**config.mk**
```make
export PLATFORM = sky130hd
export DESIGN_NAME = olp_list_pointer_regs
export DESIGN_NICKNAME = d
export VERILOG_FILES = /design/src/rtl/olp_pkg.sv /design/src/rtl/olp_list_pointer_regs.sv
export SDC_FILE = /design/constraint.sdc
export NUM_CORES = 1
export LEC_CHECK = 0
export ABC_AREA = 1
export BUFFER_PORTS_ARGS = -buffer_cell sky130_fd_sc_hd__buf_2
export CAP_MARGIN = 20
export CORE_MARGIN = 8
export CORE_UTILIZATION = 28
export DETAILED_ROUTE_END_ITERATION = 10
export HOLD_SLACK_MARGIN = 0.08
export RECOVER_POWER = 25
export SLEW_MARGIN = 20
export SYNTH_ARGS = -nofsm -noshare
export SYNTH_HDL_FRONTEND = slang
export SYNTH_SLANG_ARGS = --single-unit
```
**constraint.sdc**
```tcl
create_clock -name ref_clk_i -period 10.4 [get_ports ref_clk_i]
set_clock_uncertainty 0.1 [all_clocks]
set_input_delay 0.52 -clock ref_clk_i [delete_from_list [all_inputs] [get_ports ref_clk_i]]
set_output_delay 0.52 -clock ref_clk_i [all_outputs]
set_load 0.1 [all_outputs]
```
**src/rtl/olp_pkg.sv**
```systemverilog
// Purpose: Constants and carriers for the list-pointer register bank
// Assumes: 32-bit register data, word offsets from the controller base address
// Notes:   Pointers, read data and the base copy share one word width
package olp_pkg;
    localparam logic [7:0]  PERIODIC_CUR_OFS = 8'h1c;
    localparam logic [7:0]  CONTROL_HEAD_OFS = 8'h20;
    localparam logic [7:0]  CONTROL_CUR_OFS  = 8'h24;
    localparam int          ADDR_LSB         = 4;
    localparam int          COMM_LSB         = 8;
    localparam int          FILLED_FLAG_BIT  = 1;
    localparam int          LIST_ENABLE_BIT  = 4;
    localparam logic [31:0] PTR_RESET        = 32'h0000_0000;
    localparam logic [31:0] BASE_RESET       = 32'h0000_0000;
    localparam logic [31:0] RDATA_IDLE       = 32'h0000_0000;

    typedef struct packed {
        logic        load;
        logic [31:0] addr;
    } olp_ptr_upd_s;
endpackage

```
**src/rtl/olp_list_pointer_regs.sv**
```systemverilog
// Purpose: Periodic and control-list descriptor pointer registers
// Assumes: Traversal engine pulses update strobes; driver reads by word offset
// Notes:   Pointers are read-only to the register port apart from driver loads of current
`timescale 1ns/1ps
module olp_list_pointer_regs #(
    parameter int DATA_W = 32,
    parameter int OFS_W  = 8
) (
    input  wire logic                  ref_clk_i,
    input  wire logic                  sys_rst_i,
    input  wire logic                  soft_rst_i,
    input  wire logic                  reg_rd_i,
    input  wire logic                  reg_wr_i,
    input  wire logic [OFS_W-1:0]      reg_addr_i,
    input  wire logic [DATA_W-1:0]     reg_wdata_i,
    input  wire logic                  control_enable_i,
    input  wire logic [DATA_W-1:0]     comm_base_i,
    input  wire olp_pkg::olp_ptr_upd_s periodic_upd_i,
    input  wire olp_pkg::olp_ptr_upd_s control_head_upd_i,
    input  wire olp_pkg::olp_ptr_upd_s control_adv_i,
    input  wire logic                  control_list_end_i,
    input  wire logic                  control_list_filled_i,
    output logic [DATA_W-1:0]          reg_rdata_o,
    output logic                       reg_rvalid_o,
    output logic                       control_list_filled_clr_o,
    output logic [DATA_W-1:0]          periodic_current_addr_o,
    output logic [DATA_W-1:0]          control_head_addr_o,
    output logic [DATA_W-1:0]          control_current_addr_o,
    output logic [DATA_W-1:0]          comm_base_o
);
    // ------------------------------------------------------------
    // Local constants
    // ------------------------------------------------------------
    // Low address bits that no descriptor pointer keeps
    localparam int PTR_LSB  = olp_pkg::ADDR_LSB;
    // Low address bits that the communication-area base drops
    localparam int BASE_LSB = olp_pkg::COMM_LSB;

    // ------------------------------------------------------------
    // Helper functions
    // ------------------------------------------------------------
    // Clears the reserved low bits of a descriptor address
    function automatic logic [DATA_W-1:0] align_ptr(input logic [DATA_W-1:0] a);
        align_ptr = {a[DATA_W-1:PTR_LSB], {PTR_LSB{1'b0}}};
    endfunction

    // Clears the low byte of the communication-area base
    function automatic logic [DATA_W-1:0] align_base(input logic [DATA_W-1:0] a);
        align_base = {a[DATA_W-1:BASE_LSB], {BASE_LSB{1'b0}}};
    endfunction

    // ------------------------------------------------------------
    // Register-port decode
    // ------------------------------------------------------------
    // One hit per mapped offset; any other offset hits nothing
    logic hit_periodic;
    logic hit_head;
    logic hit_current;
    logic drv_cur_wr;

    always_comb begin
        hit_periodic = (reg_addr_i == olp_pkg::PERIODIC_CUR_OFS);
        hit_head     = (reg_addr_i == olp_pkg::CONTROL_HEAD_OFS);
        hit_current  = (reg_addr_i == olp_pkg::CONTROL_CUR_OFS);
        // The driver may only move the current pointer while the list is disabled
        drv_cur_wr   = reg_wr_i && hit_current && !control_enable_i;
    end

    // ------------------------------------------------------------
    // Periodic current-descriptor pointer
    // ------------------------------------------------------------
    // Read-only to the driver; only the engine and resets move it
    logic [DATA_W-1:0] pcur_q;
    logic [DATA_W-1:0] pcur_d;

    always_comb begin
        pcur_d = pcur_q;
        if (soft_rst_i) begin
            pcur_d = olp_pkg::PTR_RESET;
        end else if (periodic_upd_i.load) begin
            // Engine reports each periodic descriptor as it finishes with it
            pcur_d = align_ptr(periodic_upd_i.addr);
        end
    end

    always_ff @(posedge ref_clk_i or posedge sys_rst_i) begin
        if (sys_rst_i) begin
            pcur_q <= olp_pkg::PTR_RESET;
        end else begin
            pcur_q <= pcur_d;
        end
    end

    // ------------------------------------------------------------
    // Control-list head pointer
    // ------------------------------------------------------------
    // Read-only to the driver; filled in by the engine at start-up
    logic [DATA_W-1:0] chead_q;
    logic [DATA_W-1:0] chead_d;

    always_comb begin
        chead_d = chead_q;
        if (soft_rst_i) begin
            chead_d = olp_pkg::PTR_RESET;
        end else if (control_head_upd_i.load) begin
            // Loaded from the communication area while the controller initialises
            chead_d = align_ptr(control_head_upd_i.addr);
        end
    end

    always_ff @(posedge ref_clk_i or posedge sys_rst_i) begin
        if (sys_rst_i) begin
            chead_q <= olp_pkg::PTR_RESET;
        end else begin
            chead_q <= chead_d;
        end
    end

    // ------------------------------------------------------------
    // Control-list current pointer and filled-flag clear
    // ------------------------------------------------------------
    // Priority: soft reset, list end, engine advance, driver write
    logic [DATA_W-1:0] ccur_q;
    logic [DATA_W-1:0] ccur_d;
    logic              clr_q;
    logic              clr_d;

    always_comb begin
        ccur_d = ccur_q;
        clr_d  = 1'b0;
        if (soft_rst_i) begin
            // Soft reset wins over every load and leaves the filled flag alone
            ccur_d = olp_pkg::PTR_RESET;
        end else if (control_list_end_i) begin
            // Only a filled list wraps; an advance in the same cycle is dropped
            if (control_list_filled_i) begin
                ccur_d = chead_q;
                clr_d  = 1'b1;
            end
        end else if (control_adv_i.load) begin
            // Held across frames, so the next frame resumes where this one stopped
            ccur_d = align_ptr(control_adv_i.addr);
        end else if (drv_cur_wr) begin
            ccur_d = align_ptr(reg_wdata_i);
        end
    end

    always_ff @(posedge ref_clk_i or posedge sys_rst_i) begin
        if (sys_rst_i) begin
            // Zero marks an empty control list until the engine or driver loads it
            ccur_q <= olp_pkg::PTR_RESET;
            clr_q  <= 1'b0;
        end else begin
            ccur_q <= ccur_d;
            clr_q  <= clr_d;
        end
    end

    // ------------------------------------------------------------
    // Communication-area base copy
    // ------------------------------------------------------------
    // The base register itself lives outside; this is its aligned image
    logic [DATA_W-1:0] comm_q;
    logic [DATA_W-1:0] comm_d;

    always_comb begin
        // Whatever the driver wrote, the low byte never survives
        comm_d = align_base(comm_base_i);
    end

    always_ff @(posedge ref_clk_i or posedge sys_rst_i) begin
        if (sys_rst_i) begin
            comm_q <= olp_pkg::BASE_RESET;
        end else begin
            comm_q <= comm_d;
        end
    end

    // ------------------------------------------------------------
    // Read port
    // ------------------------------------------------------------
    // Answer one cycle after the strobe; idle data is zero
    logic [DATA_W-1:0] rdata_q;
    logic [DATA_W-1:0] rdata_d;
    logic              rvalid_q;
    logic              rvalid_d;

    always_comb begin
        rvalid_d = reg_rd_i;
        rdata_d  = olp_pkg::RDATA_IDLE;
        // Reads return each pointer as it stands, so an engine update in the strobe cycle shows only on a later read
        if (reg_rd_i) begin
            if (hit_periodic) begin
                rdata_d = pcur_q;
            end else if (hit_head) begin
                rdata_d = chead_q;
            end else if (hit_current) begin
                rdata_d = ccur_q;
            end
        end
    end

    always_ff @(posedge ref_clk_i or posedge sys_rst_i) begin
        if (sys_rst_i) begin
            rdata_q  <= olp_pkg::RDATA_IDLE;
            rvalid_q <= 1'b0;
        end else begin
            rdata_q  <= rdata_d;
            rvalid_q <= rvalid_d;
        end
    end

    // ------------------------------------------------------------
    // Outputs
    // ------------------------------------------------------------
    // Every output is a register, so nothing combinational leaves the bank
    assign reg_rdata_o               = rdata_q;
    assign reg_rvalid_o              = rvalid_q;
    assign control_list_filled_clr_o = clr_q;
    assign periodic_current_addr_o   = pcur_q;
    assign control_head_addr_o       = chead_q;
    assign control_current_addr_o    = ccur_q;
    assign comm_base_o               = comm_q;
endmodule

```
## After elaboration in Yosys (flattened, before gate mapping)

Cells that the tools add are included.
W data, S select, Z words.

- Equality and inequality tests: 4
- Mux-type cells: 16
- Reductions and logical operators: 7

Operators by type and width:

| kind | number |
|---|---|
| $mux W32 | 13 |
| $eq A8 B6 Y1 const B | 2 |
| $eq A8 B5 Y1 const B | 1 |
| $reduce_bool A2 Y1 | 2 |
| $reduce_bool A4 Y1 | 1 |
| $mux W1 | 3 |
| $ne A3 B2 Y1 const B | 1 |
| $logic_and A1 B1 Y1 | 2 |
| $reduce_and A2 Y1 | 1 |
| $logic_not A1 Y1 | 1 |

- Register bits after elaboration: 154
- Input port bits: 179
- Output and inout bits: 162

## Longest topological paths before layout

Gate-level depths: netlist (run 1).

- Word-level depth: 7
- Mapped depth: 9

## Least setup slack after synthesis (run 1)

No wires, ideal clock.

- Path type: in2reg
- From: input port reg_addr_i[6]
- To: register rdata_q[12] (netlist: reg_rdata_o[12])
- Library setup time: 63 ps
- Arrival: 1,446 ps
- Required time: 10,237 ps
- Path slack: 8,791 ps
- Stages on the path: 9
- Path through: inv_2 nand2_1 nor2_2 buf_2 buf_2 nand3_1 nand3_1 nand2_1 inv_1

- Longest elaborated chain between the ends: 5
- Elaborated cells between the ends (all ways): 7
- Those cells by class: eq/ne: 3; mux: 4

RTL lines:

| what | line | RTL |
|---|---|---|
| from (decl) | olp_list_pointer_regs.sv:14 | `input wire logic [OFS_W-1:0] reg_addr_i,` |
| $eq A8 B6 Y1 | olp_list_pointer_regs.sv:64 | `hit_current = (reg_addr_i == olp_pkg::CONTROL_CUR_OFS);` |
| $mux W32 | olp_list_pointer_regs.sv:197 | `end else if (hit_current) begin` |
| $mux W32 | olp_list_pointer_regs.sv:195 | `end else if (hit_head) begin` |
| $mux W32 (*) | olp_list_pointer_regs.sv:193 | `if (hit_periodic) begin` |
| $mux W32 (*) | olp_list_pointer_regs.sv:192 | `if (reg_rd_i) begin` |
| named net rdata_d[12] | olp_list_pointer_regs.sv:184 | `logic [DATA_W-1:0] rdata_d;` |
| to (signal assigned) | olp_list_pointer_regs.sv:205 | `rdata_q <= olp_pkg::RDATA_IDLE;` |
| to (signal assigned) | olp_list_pointer_regs.sv:208 | `rdata_q <= rdata_d;` |
| to (decl) | olp_list_pointer_regs.sv:183 | `logic [DATA_W-1:0] rdata_q;` |

The timed path passes the listed nets; every way through them passes the cells marked *.
A chain may end at the register's enable or synchronous reset.

==> report_table.html, run 1 <==
<table>
<tr><th>Metric</th><th>Value</th></tr>
<tr><th colspan="2">STA</th></tr>
<tr><td>Period minus WS final</td><td>~3.2 ns</td></tr>
<tr><td>Max-slew violations</td><td>96</td></tr>
<tr><td>Least-Margin Pin Slew</td><td>2.86 ns</td></tr>
<tr><td>Setup TNS Final</td><td>0 ns</td></tr>
<tr><td>Post-route fraction of the period consumed by the critical path</td><td>0.310</td></tr>
<tr><td>Final hold violation count</td><td>0</td></tr>
<tr><td>Total setup violations reported at the end of the flow</td><td>0</td></tr>
<tr><td>Setup repair after global routing missed its margin</td><td>no</td></tr>
<tr><td>Fmax</td><td>310 MHz</td></tr>
<tr><td>Worst relative slew slack</td><td>-0.915</td></tr>
<tr><th colspan="2">Drt</th></tr>
<tr><td>Drt first pass iters</td><td>5</td></tr>
<tr><td>Remaining antenna violation count after routing</td><td>0</td></tr>
<tr><td>Initial DRC count</td><td>about 330</td></tr>
<tr><td># DRC</td><td>0</td></tr>
<tr><td>Via-to-Cell Ratio</td><td>4.43</td></tr>
<tr><td>Total number of vias</td><td>6570</td></tr>
<tr><td>Routed wire length per instance</td><td>17.1 um</td></tr>
<tr><td>Final Routed Wirelength</td><td>25400 um</td></tr>
<tr><th colspan="2">Clocking</th></tr>
<tr><td>Cell chosen for the clock root</td><td>sky130_fd_sc_hd__clkbuf_16</td></tr>
<tr><td>H-tree depth</td><td>4</td></tr>
<tr><td>Clock tree from TritonCTS</td><td>done</td></tr>
<tr><td>Maximum buffer depth of the clock tree</td><td>2</td></tr>
<tr><td>Clock transition time at the flip-flop clock pins of the worst setup and hold paths</td><td>about 0.070 ns</td></tr>
<tr><td>Number of sinks handled by clock tree synthesis</td><td>138</td></tr>
<tr><td>Worst skew pair latency</td><td>0.42 ns</td></tr>
<tr><td>Total clock buffers created by CTS</td><td>17</td></tr>
<tr><th colspan="2">Worst setup path</th></tr>
<tr><td>Signal arrival time at the worst endpoint</td><td>3.70 ns</td></tr>
<tr><td>Reg2reg setup slack</td><td>9.32 ns</td></tr>
<tr><td>Crit path max fanout</td><td>66</td></tr>
<tr><td>Worst Setup Start Kind</td><td>input port</td></tr>
<tr><td>Critical path required time</td><td>10.88 ns</td></tr>
<tr><td>Critical path capture point type</td><td>asynchronous set/reset pin</td></tr>
<tr><td>Type of the worst setup path</td><td>input port to asynchronous set/reset pin</td></tr>
<tr><td>Reg-to-reg endpoint</td><td>reg_rdata_o[17]$_DFF_PP0_</td></tr>
<tr><td>Worst r2r path cells</td><td>4</td></tr>
<tr><td>Worst reg2reg startpoint</td><td>control_head_addr_o[17]$_DFFE_PP0P_</td></tr>
<tr><th colspan="2">Place</th></tr>
<tr><td>Weighted congestion reported at the end of routability-driven placement</td><td>0.824</td></tr>
<tr><td>Total of buffers placed on input and output ports</td><td>292</td></tr>
<tr><td>HPWL after detailed placement</td><td>18400 um</td></tr>
<tr><td>Post-Place Cell Area</td><td>around 8400 um^2</td></tr>
<tr><th colspan="2">Yosys</th></tr>
<tr><td>Number of standard cells after synthesis</td><td>~870</td></tr>
<tr><td>Flop and latch count out of synthesis</td><td>138</td></tr>
<tr><td>Sequential area share after synthesis</td><td>0.508</td></tr>
<tr><td>Synth warn</td><td>0</td></tr>
<tr><td>Number of library cell types mapped by synthesis</td><td>24</td></tr>
<tr><td>Netlist Area Pre-Place</td><td>between 6000 and 7000 um^2</td></tr>
<tr><td>Post-Synthesis Mean Instance Area</td><td>7.79 um^2</td></tr>
<tr><th colspan="2">Power and ir drop</th></tr>
<tr><td>Net switching power figure</td><td>between 600 and 700 uW</td></tr>
<tr><td>Part of the power in the clock network</td><td>0.390</td></tr>
<tr><td>Worst VDD drop</td><td>around 0.07 mV</td></tr>
<tr><td>Power after layout</td><td>about 1.6 mW</td></tr>
<tr><td>Static Leak</td><td>5.19 nW</td></tr>
<tr><td>Switching Share</td><td>0.384</td></tr>
<tr><td>Fraction of power consumed by sequential logic</td><td>0.360</td></tr>
<tr><td>Internal Pwr Total</td><td>1.00 mW</td></tr>
<tr><td>Fraction of power consumed by combinational cells</td><td>0.249</td></tr>
<tr><td>Power per standard cell area</td><td>178 nW/um^2</td></tr>
<tr><th colspan="2">Min path</th></tr>
<tr><td>Endpoint, Worst Hold</td><td>comm_base_o[17]$_DFF_PP0_</td></tr>
<tr><td>Source of the worst hold timing path</td><td>comm_base_i[17]</td></tr>
<tr><td>Worst Hold Path Cells</td><td>1</td></tr>
<tr><td>Path type of the worst min-delay path</td><td>input port to flip-flop</td></tr>
<tr><th colspan="2">Run</th></tr>
<tr><td>Max-cap check violation count</td><td>2</td></tr>
<tr><th colspan="2">Final layout</th></tr>
<tr><td>Layout area overhead</td><td>34.6%</td></tr>
<tr><td>Antenna diode count</td><td>0</td></tr>
<tr><td>Post-layout utilization of the core</td><td>0.379</td></tr>
<tr><td>Share of post-route cells with drive strength above 1</td><td>0.294</td></tr>
<tr><td>Layout Cell Area excl Fill</td><td>9150 um^2</td></tr>
<tr><td>Total Nets Final</td><td>1326</td></tr>
<tr><th colspan="2">Status</th></tr>
<tr><td>Failing checks</td><td>max-capacitance violations, max-slew violations</td></tr>
<tr><td>Result of the run</td><td>finished, violations left</td></tr>
<tr><th colspan="2">GRT</th></tr>
<tr><td>Aggregate global routing overflow</td><td>0</td></tr>
<tr><td>Global-route wire length before repair</td><td>38000 um</td></tr>
<tr><td>Overall Global Routing Usage</td><td>0.168</td></tr>
<tr><td>Maximum number of pins on one net before global-route repair</td><td>between 70 and 80</td></tr>
<tr><td>Via count of the first global-routing pass</td><td>6456</td></tr>
<tr><td>Number of antenna violations at the first check in global routing</td><td>1</td></tr>
<tr><th colspan="2">Die</th></tr>
<tr><td>Width of the chip</td><td>roughly 170 um</td></tr>
<tr><td>FP Rows</td><td>57</td></tr>
<tr><td>Total I/O pin count</td><td>341</td></tr>
<tr><td>Starting density of the core</td><td>0.282</td></tr>
<tr><td>Overall die area</td><td>29500 um^2</td></tr>
<tr><td>Area of the core region</td><td>~24000 um^2</td></tr>
<tr><td>Die Y</td><td>around 170 um</td></tr>
</table>
-- power by group through the flow --
stage / logic (mW) / clock network, mW / registers (mW)
after floorplan: 0.118 / 0 / 0.792
after global placement: 0.401 / 0 / 0.595
after detailed placement: 0.403 / 0 / 0.595
after CTS: 0.406 / 0.652 / 0.585
after global routing: 0.427 / 0.677 / 0.589
final: 0.405 / 0.634 / 0.586
-- worst max-delay path, stage by stage --
cell and delay, ns:
sky130_fd_sc_hd__dlygate4sd3_1 0.53, sky130_fd_sc_hd__clkbuf_1 0.10, sky130_fd_sc_hd__clkinvlp_2 1.60, sky130_fd_sc_hd__buf_4 0.55, sky130_fd_sc_hd__buf_16 0.29
-- placed cells by master (no fill, tap or decap) --
cell type / Yosys / layout
sky130_fd_sc_hd__buf_2: 23 / 286
sky130_fd_sc_hd__bufinv_16: 0 / 2
sky130_fd_sc_hd__nor2_4: 1 / 2
sky130_fd_sc_hd__inv_1: 138 / 137
sky130_fd_sc_hd__buf_16: 0 / 1
sky130_fd_sc_hd__nor2_8: 1 / 1
sky130_fd_sc_hd__clkbuf_16: 0 / 17
sky130_fd_sc_hd__clkbuf_8: 0 / 1
sky130_fd_sc_hd__inv_6: 0 / 7
sky130_fd_sc_hd__o21ai_0: 109 / 109
sky130_fd_sc_hd__inv_2: 4 / 4
sky130_fd_sc_hd__nand2_1: 178 / 177
sky130_fd_sc_hd__clkinv_4: 0 / 2
sky130_fd_sc_hd__conb_1: 1 / 24
sky130_fd_sc_hd__nor2_1: 21 / 20
sky130_fd_sc_hd__nand3_2: 1 / 1
sky130_fd_sc_hd__inv_8: 0 / 1
sky130_fd_sc_hd__nand4_1: 1 / 1
sky130_fd_sc_hd__or2_0: 0 / 2
sky130_fd_sc_hd__clkbuf_1: 27 / 6
sky130_fd_sc_hd__buf_4: 24 / 7
sky130_fd_sc_hd__dfrtp_1: 138 / 138
sky130_fd_sc_hd__nor2_2: 1 / 1
sky130_fd_sc_hd__dlygate4sd3_1: 0 / 15
sky130_fd_sc_hd__clkinvlp_2: 0 / 1
sky130_fd_sc_hd__nand3_1: 181 / 181
sky130_fd_sc_hd__nand2_4: 2 / 2
sky130_fd_sc_hd__nor3_4: 1 / 1
sky130_fd_sc_hd__clkinvlp_4: 0 / 1
sky130_fd_sc_hd__nor3_1: 1 / 1
sky130_fd_sc_hd__o21ai_1: 8 / 8
sky130_fd_sc_hd__nand2_2: 1 / 2
sky130_fd_sc_hd__clkinv_8: 0 / 1
-- how the worst max path moves through the flow --
stage | from | endpoint | slack [ns] | cells after the start
CTS | soft_rst_i | control_current_addr_o[20]$_DFFE_PP0P_ | 7.71 | 10
global route | sys_rst_i | control_head_addr_o[4]$_DFFE_PP0P_ | 6.68 | 5
detailed placement | soft_rst_i | control_current_addr_o[20]$_DFFE_PP0P_ | 7.27 | 10
finish | sys_rst_i | control_head_addr_o[31]$_DFFE_PP0P_ | 7.18 | 5
global placement | soft_rst_i | control_current_addr_o[13]$_DFFE_PP0P_ | 7.28 | 10
floorplan | sys_rst_i | comm_base_o[10]$_DFF_PP0_ | 6.08 | 1
-- metrics by stage --
| stage | hold WS, ns | worst slack [ns] | std cells |
|---|---|---|---|
| 4_1_cts | 0.0808 | 7.71 | 1476 |
| 3_5_place_dp | 0.380 | 7.27 | 1436 |
| 6_report | 0.109 | 7.18 | 1484 |
| 2_1_floorplan | 0.451 | 6.08 | 895 |
| 3_3_place_gp | 0.375 | 7.28 | 1436 |
| 5_1_grt | 0.0801 | 6.68 | 1484 |
-- sequential cells by signal, indices dropped and copies added, names as in the netlist --
name	count
reg_rvalid_o	1
periodic_current_addr_o	28
comm_base_o	24
control_head_addr_o	28
control_list_filled_clr_o	1
reg_rdata_o	28
control_current_addr_o	28
-- cell type report --
class	instances	area, um^2
timing repair buffer	315	1680
fill	2582	15000
sequential	138	3450
multi-input combinational	533	2450
tap	324	405
clock inverter	14	174
inverter	142	534
clock buffer	18	439
-- synthesized netlist by cell type --
master,instances,share of area
sky130_fd_sc_hd__nand3_1,181,0.13
sky130_fd_sc_hd__nand2_1,178,0.098
sky130_fd_sc_hd__dfrtp_1,138,0.51
sky130_fd_sc_hd__inv_1,138,0.076
sky130_fd_sc_hd__o21ai_0,109,0.080
sky130_fd_sc_hd__clkbuf_1,27,0.015
sky130_fd_sc_hd__buf_4,24,0.027
sky130_fd_sc_hd__buf_2,23,0.017
sky130_fd_sc_hd__nor2_1,21,0.012
sky130_fd_sc_hd__o21ai_1,8,0.0059
sky130_fd_sc_hd__buf_1,5,0.0028
sky130_fd_sc_hd__inv_2,4,0.0022
sky130_fd_sc_hd__buf_6,3,0.0050
sky130_fd_sc_hd__nand2_4,2,0.0033
sky130_fd_sc_hd__or2_2,2,0.0018
sky130_fd_sc_hd__conb_1,1,0.00055
sky130_fd_sc_hd__nand2_2,1,0.00092
sky130_fd_sc_hd__nand3_2,1,0.0015
sky130_fd_sc_hd__nand4_1,1,0.00092
sky130_fd_sc_hd__nor2_2,1,0.00092
sky130_fd_sc_hd__nor2_4,1,0.0017
sky130_fd_sc_hd__nor2_8,1,0.0029
sky130_fd_sc_hd__nor3_1,1,0.00074
sky130_fd_sc_hd__nor3_4,1,0.0024
-- metal layers --
metal / GRT usage / vias to the layer above / routed length [um]
li1: - / 3256 / -
met1: 0.230 / 3037 / 11600
met2: 0.263 / 253 / 11600
met3: 0.0386 / 22 / 1930
met4: 0.0469 / 2 / 351
met5: 0 / - / 12
-- what timing repair did --
action                                  CTS  global route
endpoints found under the hold margin     9             7
endpoints found under the setup margin    0             0
buffers inserted                          0             0
hold buffers                              8             7
gates resized for setup                   0             0
-- kinds of logic after synthesis --
| family | share of synthesized area |
|---|---|
| flip-flops | 0.508 |
| buffers and inverters | 0.145 |
| other | 0.000552 |
| AND/OR/NAND/NOR | 0.260 |
| AO/OA/AOI/OAI | 0.0862 |
Note: power is estimated with default switching activity, not from simulation.
==> run 2, diff against run 1 <==
clock period = 3.2 ns   (was 10.4 ns; I/O delays follow)
==> report_table.html, run 2 (synthesis gave the netlist of run 1 again) <==
<table>
<tr><th>Metric</th><th>Value</th></tr>
<tr><th colspan="2">Power and ir drop</th></tr>
<tr><td>Part of the power in the clock network</td><td>0.378</td></tr>
<tr><td>Fraction of power consumed by combinational cells</td><td>0.262</td></tr>
<tr><td>Internal Pwr Total</td><td>3.27 mW</td></tr>
<tr><td>Worst VDD drop</td><td>roughly 0.23 mV</td></tr>
<tr><td>Power after layout</td><td>5.30 mW</td></tr>
<tr><td>Switching Share</td><td>0.382</td></tr>
<tr><td>Net switching power figure</td><td>roughly 2 mW</td></tr>
<tr><td>Power per standard cell area</td><td>about 540 nW/um^2</td></tr>
<tr><td>Static Leak</td><td>5.52 nW</td></tr>
<tr><td>Fraction of power consumed by sequential logic</td><td>0.360</td></tr>
<tr><th colspan="2">Place</th></tr>
<tr><td>Weighted congestion reported at the end of routability-driven placement</td><td>0.807</td></tr>
<tr><td>Total of buffers placed on input and output ports</td><td>~300</td></tr>
<tr><td>Post-Place Cell Area</td><td>8420 um^2</td></tr>
<tr><td>HPWL after detailed placement</td><td>roughly 19000 um</td></tr>
<tr><th colspan="2">Worst setup path</th></tr>
<tr><td>Worst Setup Start Kind</td><td>input port</td></tr>
<tr><td>Critical path capture point type</td><td>flip-flop</td></tr>
<tr><td>Crit path max fanout</td><td>29</td></tr>
<tr><td>Type of the worst setup path</td><td>input port to flip-flop</td></tr>
<tr><td>Reg-to-reg endpoint</td><td>reg_rdata_o[17]$_DFF_PP0_</td></tr>
<tr><td>Reg2reg setup slack</td><td>2.08 ns</td></tr>
<tr><td>Signal arrival time at the worst endpoint</td><td>2.64 ns</td></tr>
<tr><td>Worst r2r path cells</td><td>4</td></tr>
<tr><td>Worst reg2reg startpoint</td><td>control_head_addr_o[17]$_DFFE_PP0P_</td></tr>
<tr><td>Critical path required time</td><td>3.39 ns</td></tr>
<tr><th colspan="2">GRT</th></tr>
<tr><td>Global-route wire length before repair</td><td>40000 um</td></tr>
<tr><td>Aggregate global routing overflow</td><td>0</td></tr>
<tr><td>Number of antenna violations at the first check in global routing</td><td>0</td></tr>
<tr><td>Via count of the first global-routing pass</td><td>around 7200</td></tr>
<tr><td>Maximum number of pins on one net before global-route repair</td><td>90</td></tr>
<tr><td>Overall Global Routing Usage</td><td>0.177</td></tr>
<tr><th colspan="2">Drt</th></tr>
<tr><td>Total number of vias</td><td>6876</td></tr>
<tr><td>Initial DRC count</td><td>416</td></tr>
<tr><td>Routed wire length per instance</td><td>between 15 and 20 um</td></tr>
<tr><td># DRC</td><td>0</td></tr>
<tr><td>Drt first pass iters</td><td>5</td></tr>
<tr><td>Via-to-Cell Ratio</td><td>around 4.4</td></tr>
<tr><td>Final Routed Wirelength</td><td>26300 um</td></tr>
<tr><td>Remaining antenna violation count after routing</td><td>0</td></tr>
<tr><th colspan="2">Min path</th></tr>
<tr><td>Path type of the worst min-delay path</td><td>input port to flip-flop</td></tr>
<tr><td>Worst Hold Path Cells</td><td>5</td></tr>
<tr><td>Source of the worst hold timing path</td><td>reg_wdata_i[29]</td></tr>
<tr><td>Endpoint, Worst Hold</td><td>control_current_addr_o[29]$_DFFE_PP0P_</td></tr>
<tr><th colspan="2">Clocking</th></tr>
<tr><td>Clock tree from TritonCTS</td><td>done</td></tr>
<tr><td>Setup fix buffers added after clock tree synthesis</td><td>0</td></tr>
<tr><td>Total clock buffers created by CTS</td><td>17</td></tr>
<tr><td>Clock transition time at the flip-flop clock pins of the worst setup and hold paths</td><td>0.06 ns</td></tr>
<tr><td>Cell chosen for the clock root</td><td>sky130_fd_sc_hd__clkbuf_16</td></tr>
<tr><td>H-tree depth</td><td>4</td></tr>
<tr><td>Worst skew pair latency</td><td>roughly 0.4 ns</td></tr>
<tr><td>Maximum buffer depth of the clock tree</td><td>2</td></tr>
<tr><td>Number of sinks handled by clock tree synthesis</td><td>138</td></tr>
<tr><td>Post-CTS resize count</td><td>0</td></tr>
<tr><th colspan="2">Final layout</th></tr>
<tr><td>Share of post-route cells with drive strength above 1</td><td>0.283</td></tr>
<tr><td>Post-layout utilization of the core</td><td>0.410</td></tr>
<tr><td>Commonest non-fill, non-tap cell in the layout</td><td>sky130_fd_sc_hd__buf_2</td></tr>
<tr><td>Area of the multi-input gates</td><td>2450 um^2</td></tr>
<tr><td># fillers</td><td>~2500</td></tr>
<tr><td>Most frequent cells in the layout</td><td>291 x sky130_fd_sc_hd__buf_2, 181 x sky130_fd_sc_hd__nand3_1, 178 x sky130_fd_sc_hd__nand2_1, 138 x sky130_fd_sc_hd__dfrtp_1, 137 x sky130_fd_sc_hd__inv_1</td></tr>
<tr><td>Layout area overhead</td><td>45.6%</td></tr>
<tr><td>Seq. cell area</td><td>around 3500 um^2</td></tr>
<tr><td>Layout Cell Area excl Fill</td><td>9890 um^2</td></tr>
<tr><td>Total Nets Final</td><td>1404</td></tr>
<tr><th colspan="2">Status</th></tr>
<tr><td>Result of the run</td><td>finished clean</td></tr>
<tr><th colspan="2">Die</th></tr>
<tr><td>Total I/O pin count</td><td>341</td></tr>
<tr><td>Die Y</td><td>172 um</td></tr>
<tr><td>Area of the core region</td><td>24100 um^2</td></tr>
<tr><td>Overall die area</td><td>29500 um^2</td></tr>
<tr><td>FP Rows</td><td>57</td></tr>
<tr><td>Width of the chip</td><td>172 um</td></tr>
<tr><td>Starting density of the core</td><td>0.282</td></tr>
<tr><th colspan="2">STA</th></tr>
<tr><td>Setup repair after global routing missed its margin</td><td>no</td></tr>
<tr><td>Least-Margin Pin Slew</td><td>1.33 ns</td></tr>
<tr><td>Total setup violations reported at the end of the flow</td><td>0</td></tr>
<tr><td>Setup TNS Final</td><td>0 ns</td></tr>
<tr><td>Fmax</td><td>just over 400 MHz</td></tr>
<tr><td>Period minus WS final</td><td>between 2 and 2.5 ns</td></tr>
<tr><td>Post-route fraction of the period consumed by the critical path</td><td>0.764</td></tr>
<tr><td>Max-slew violations</td><td>0</td></tr>
<tr><td>Tightest hold margin</td><td>0.0947 ns</td></tr>
<tr><td>Worst relative slew slack</td><td>0.116</td></tr>
<tr><td>Final hold violation count</td><td>0</td></tr>
<tr><th colspan="2">Run</th></tr>
<tr><td>Max-cap check violation count</td><td>0</td></tr>
</table>
==> run 2: changes by cell type in the layout (fill, tap and decap cells not counted), moves of 2 or more <==
cell,before,now
sky130_fd_sc_hd__inv_6,7,4
sky130_fd_sc_hd__buf_4,7,10
sky130_fd_sc_hd__dlygate4sd3_1,15,89
sky130_fd_sc_hd__or2_0,2,0
sky130_fd_sc_hd__or2_2,0,2
sky130_fd_sc_hd__buf_2,286,291
sky130_fd_sc_hd__clkinv_4,2,5
sky130_fd_sc_hd__clkbuf_1,6,1
==> run 2: worst max-delay path by stage <==
stage	startpoint	to
after floorplan	sys_rst_i	comm_base_o[10]$_DFF_PP0_
after global placement	reg_addr_i[4]	control_current_addr_o[22]$_DFFE_PP0P_
after detailed placement	reg_addr_i[4]	control_current_addr_o[19]$_DFFE_PP0P_
after CTS	reg_addr_i[3]	control_current_addr_o[26]$_DFFE_PP0P_
after global routing	reg_addr_i[3]	control_current_addr_o[14]$_DFFE_PP0P_
final	reg_addr_i[3]	control_current_addr_o[26]$_DFFE_PP0P_
==> run 2: critical path: stages <==
cell and delay [ns]:
sky130_fd_sc_hd__dlygate4sd3_1 0.55, sky130_fd_sc_hd__buf_2 0.14, sky130_fd_sc_hd__inv_1 0.06, sky130_fd_sc_hd__nand2_1 0.11, sky130_fd_sc_hd__nor2_8 0.36, sky130_fd_sc_hd__nand3_2 0.14
sky130_fd_sc_hd__nand2_2 0.51, sky130_fd_sc_hd__nand2_4 0.37, sky130_fd_sc_hd__nand2_1 0.15, sky130_fd_sc_hd__nand2_1 0.07
==> run 2: final cells by class <==
cell class                      instances  area share
Antenna cell                            1    0.000253
Clock buffer                           17      0.0430
Clock inverter                         14      0.0167
Inverter                              142      0.0540
Multi-Input combinational cell        533       0.248
Sequential cell                       138       0.349
Tap cell                              324      0.0410
Timing Repair Buffer                  393       0.248
==> run 2: routing by layer <==
layer / global-route usage / wire length [um] / vias to the layer above / part of all wire
met2: 0.281 / 12100 / 254 / 0.46
met5: 0 / 0 / - / 0
met3: 0.0399 / 1850 / 34 / 0.070
met1: 0.232 / 11700 / 3176 / 0.45
met4: 0.0637 / 575 / 0 / 0.022
li1: - / - / 3412 / -
==> run 2: what timing repair did <==
item | CTS | global route
endpoints found under the setup margin | 0 | 0
hold buffers | 89 | 0
endpoints found under the hold margin | 224 | 0
==> run 2: power by group through the flow <==
stage,Combinational (mW),Sequential [mW],Clock [mW]
finish,1.39,1.90,2.00
global route,1.47,1.92,2.13
CTS,1.40,1.90,2.06
detailed placement,1.32,1.94,0
global placement,1.31,1.93,0
floorplan,0.383,2.57,0
==> run 2: through the flow <==
step,setup slack (ns),instances
2_1_floorplan,1.22,895
3_3_place_gp,0.927,1441
3_5_place_dp,0.891,1441
4_1_cts,0.776,1561
5_1_grt,0.609,1561
6_report,0.757,1562
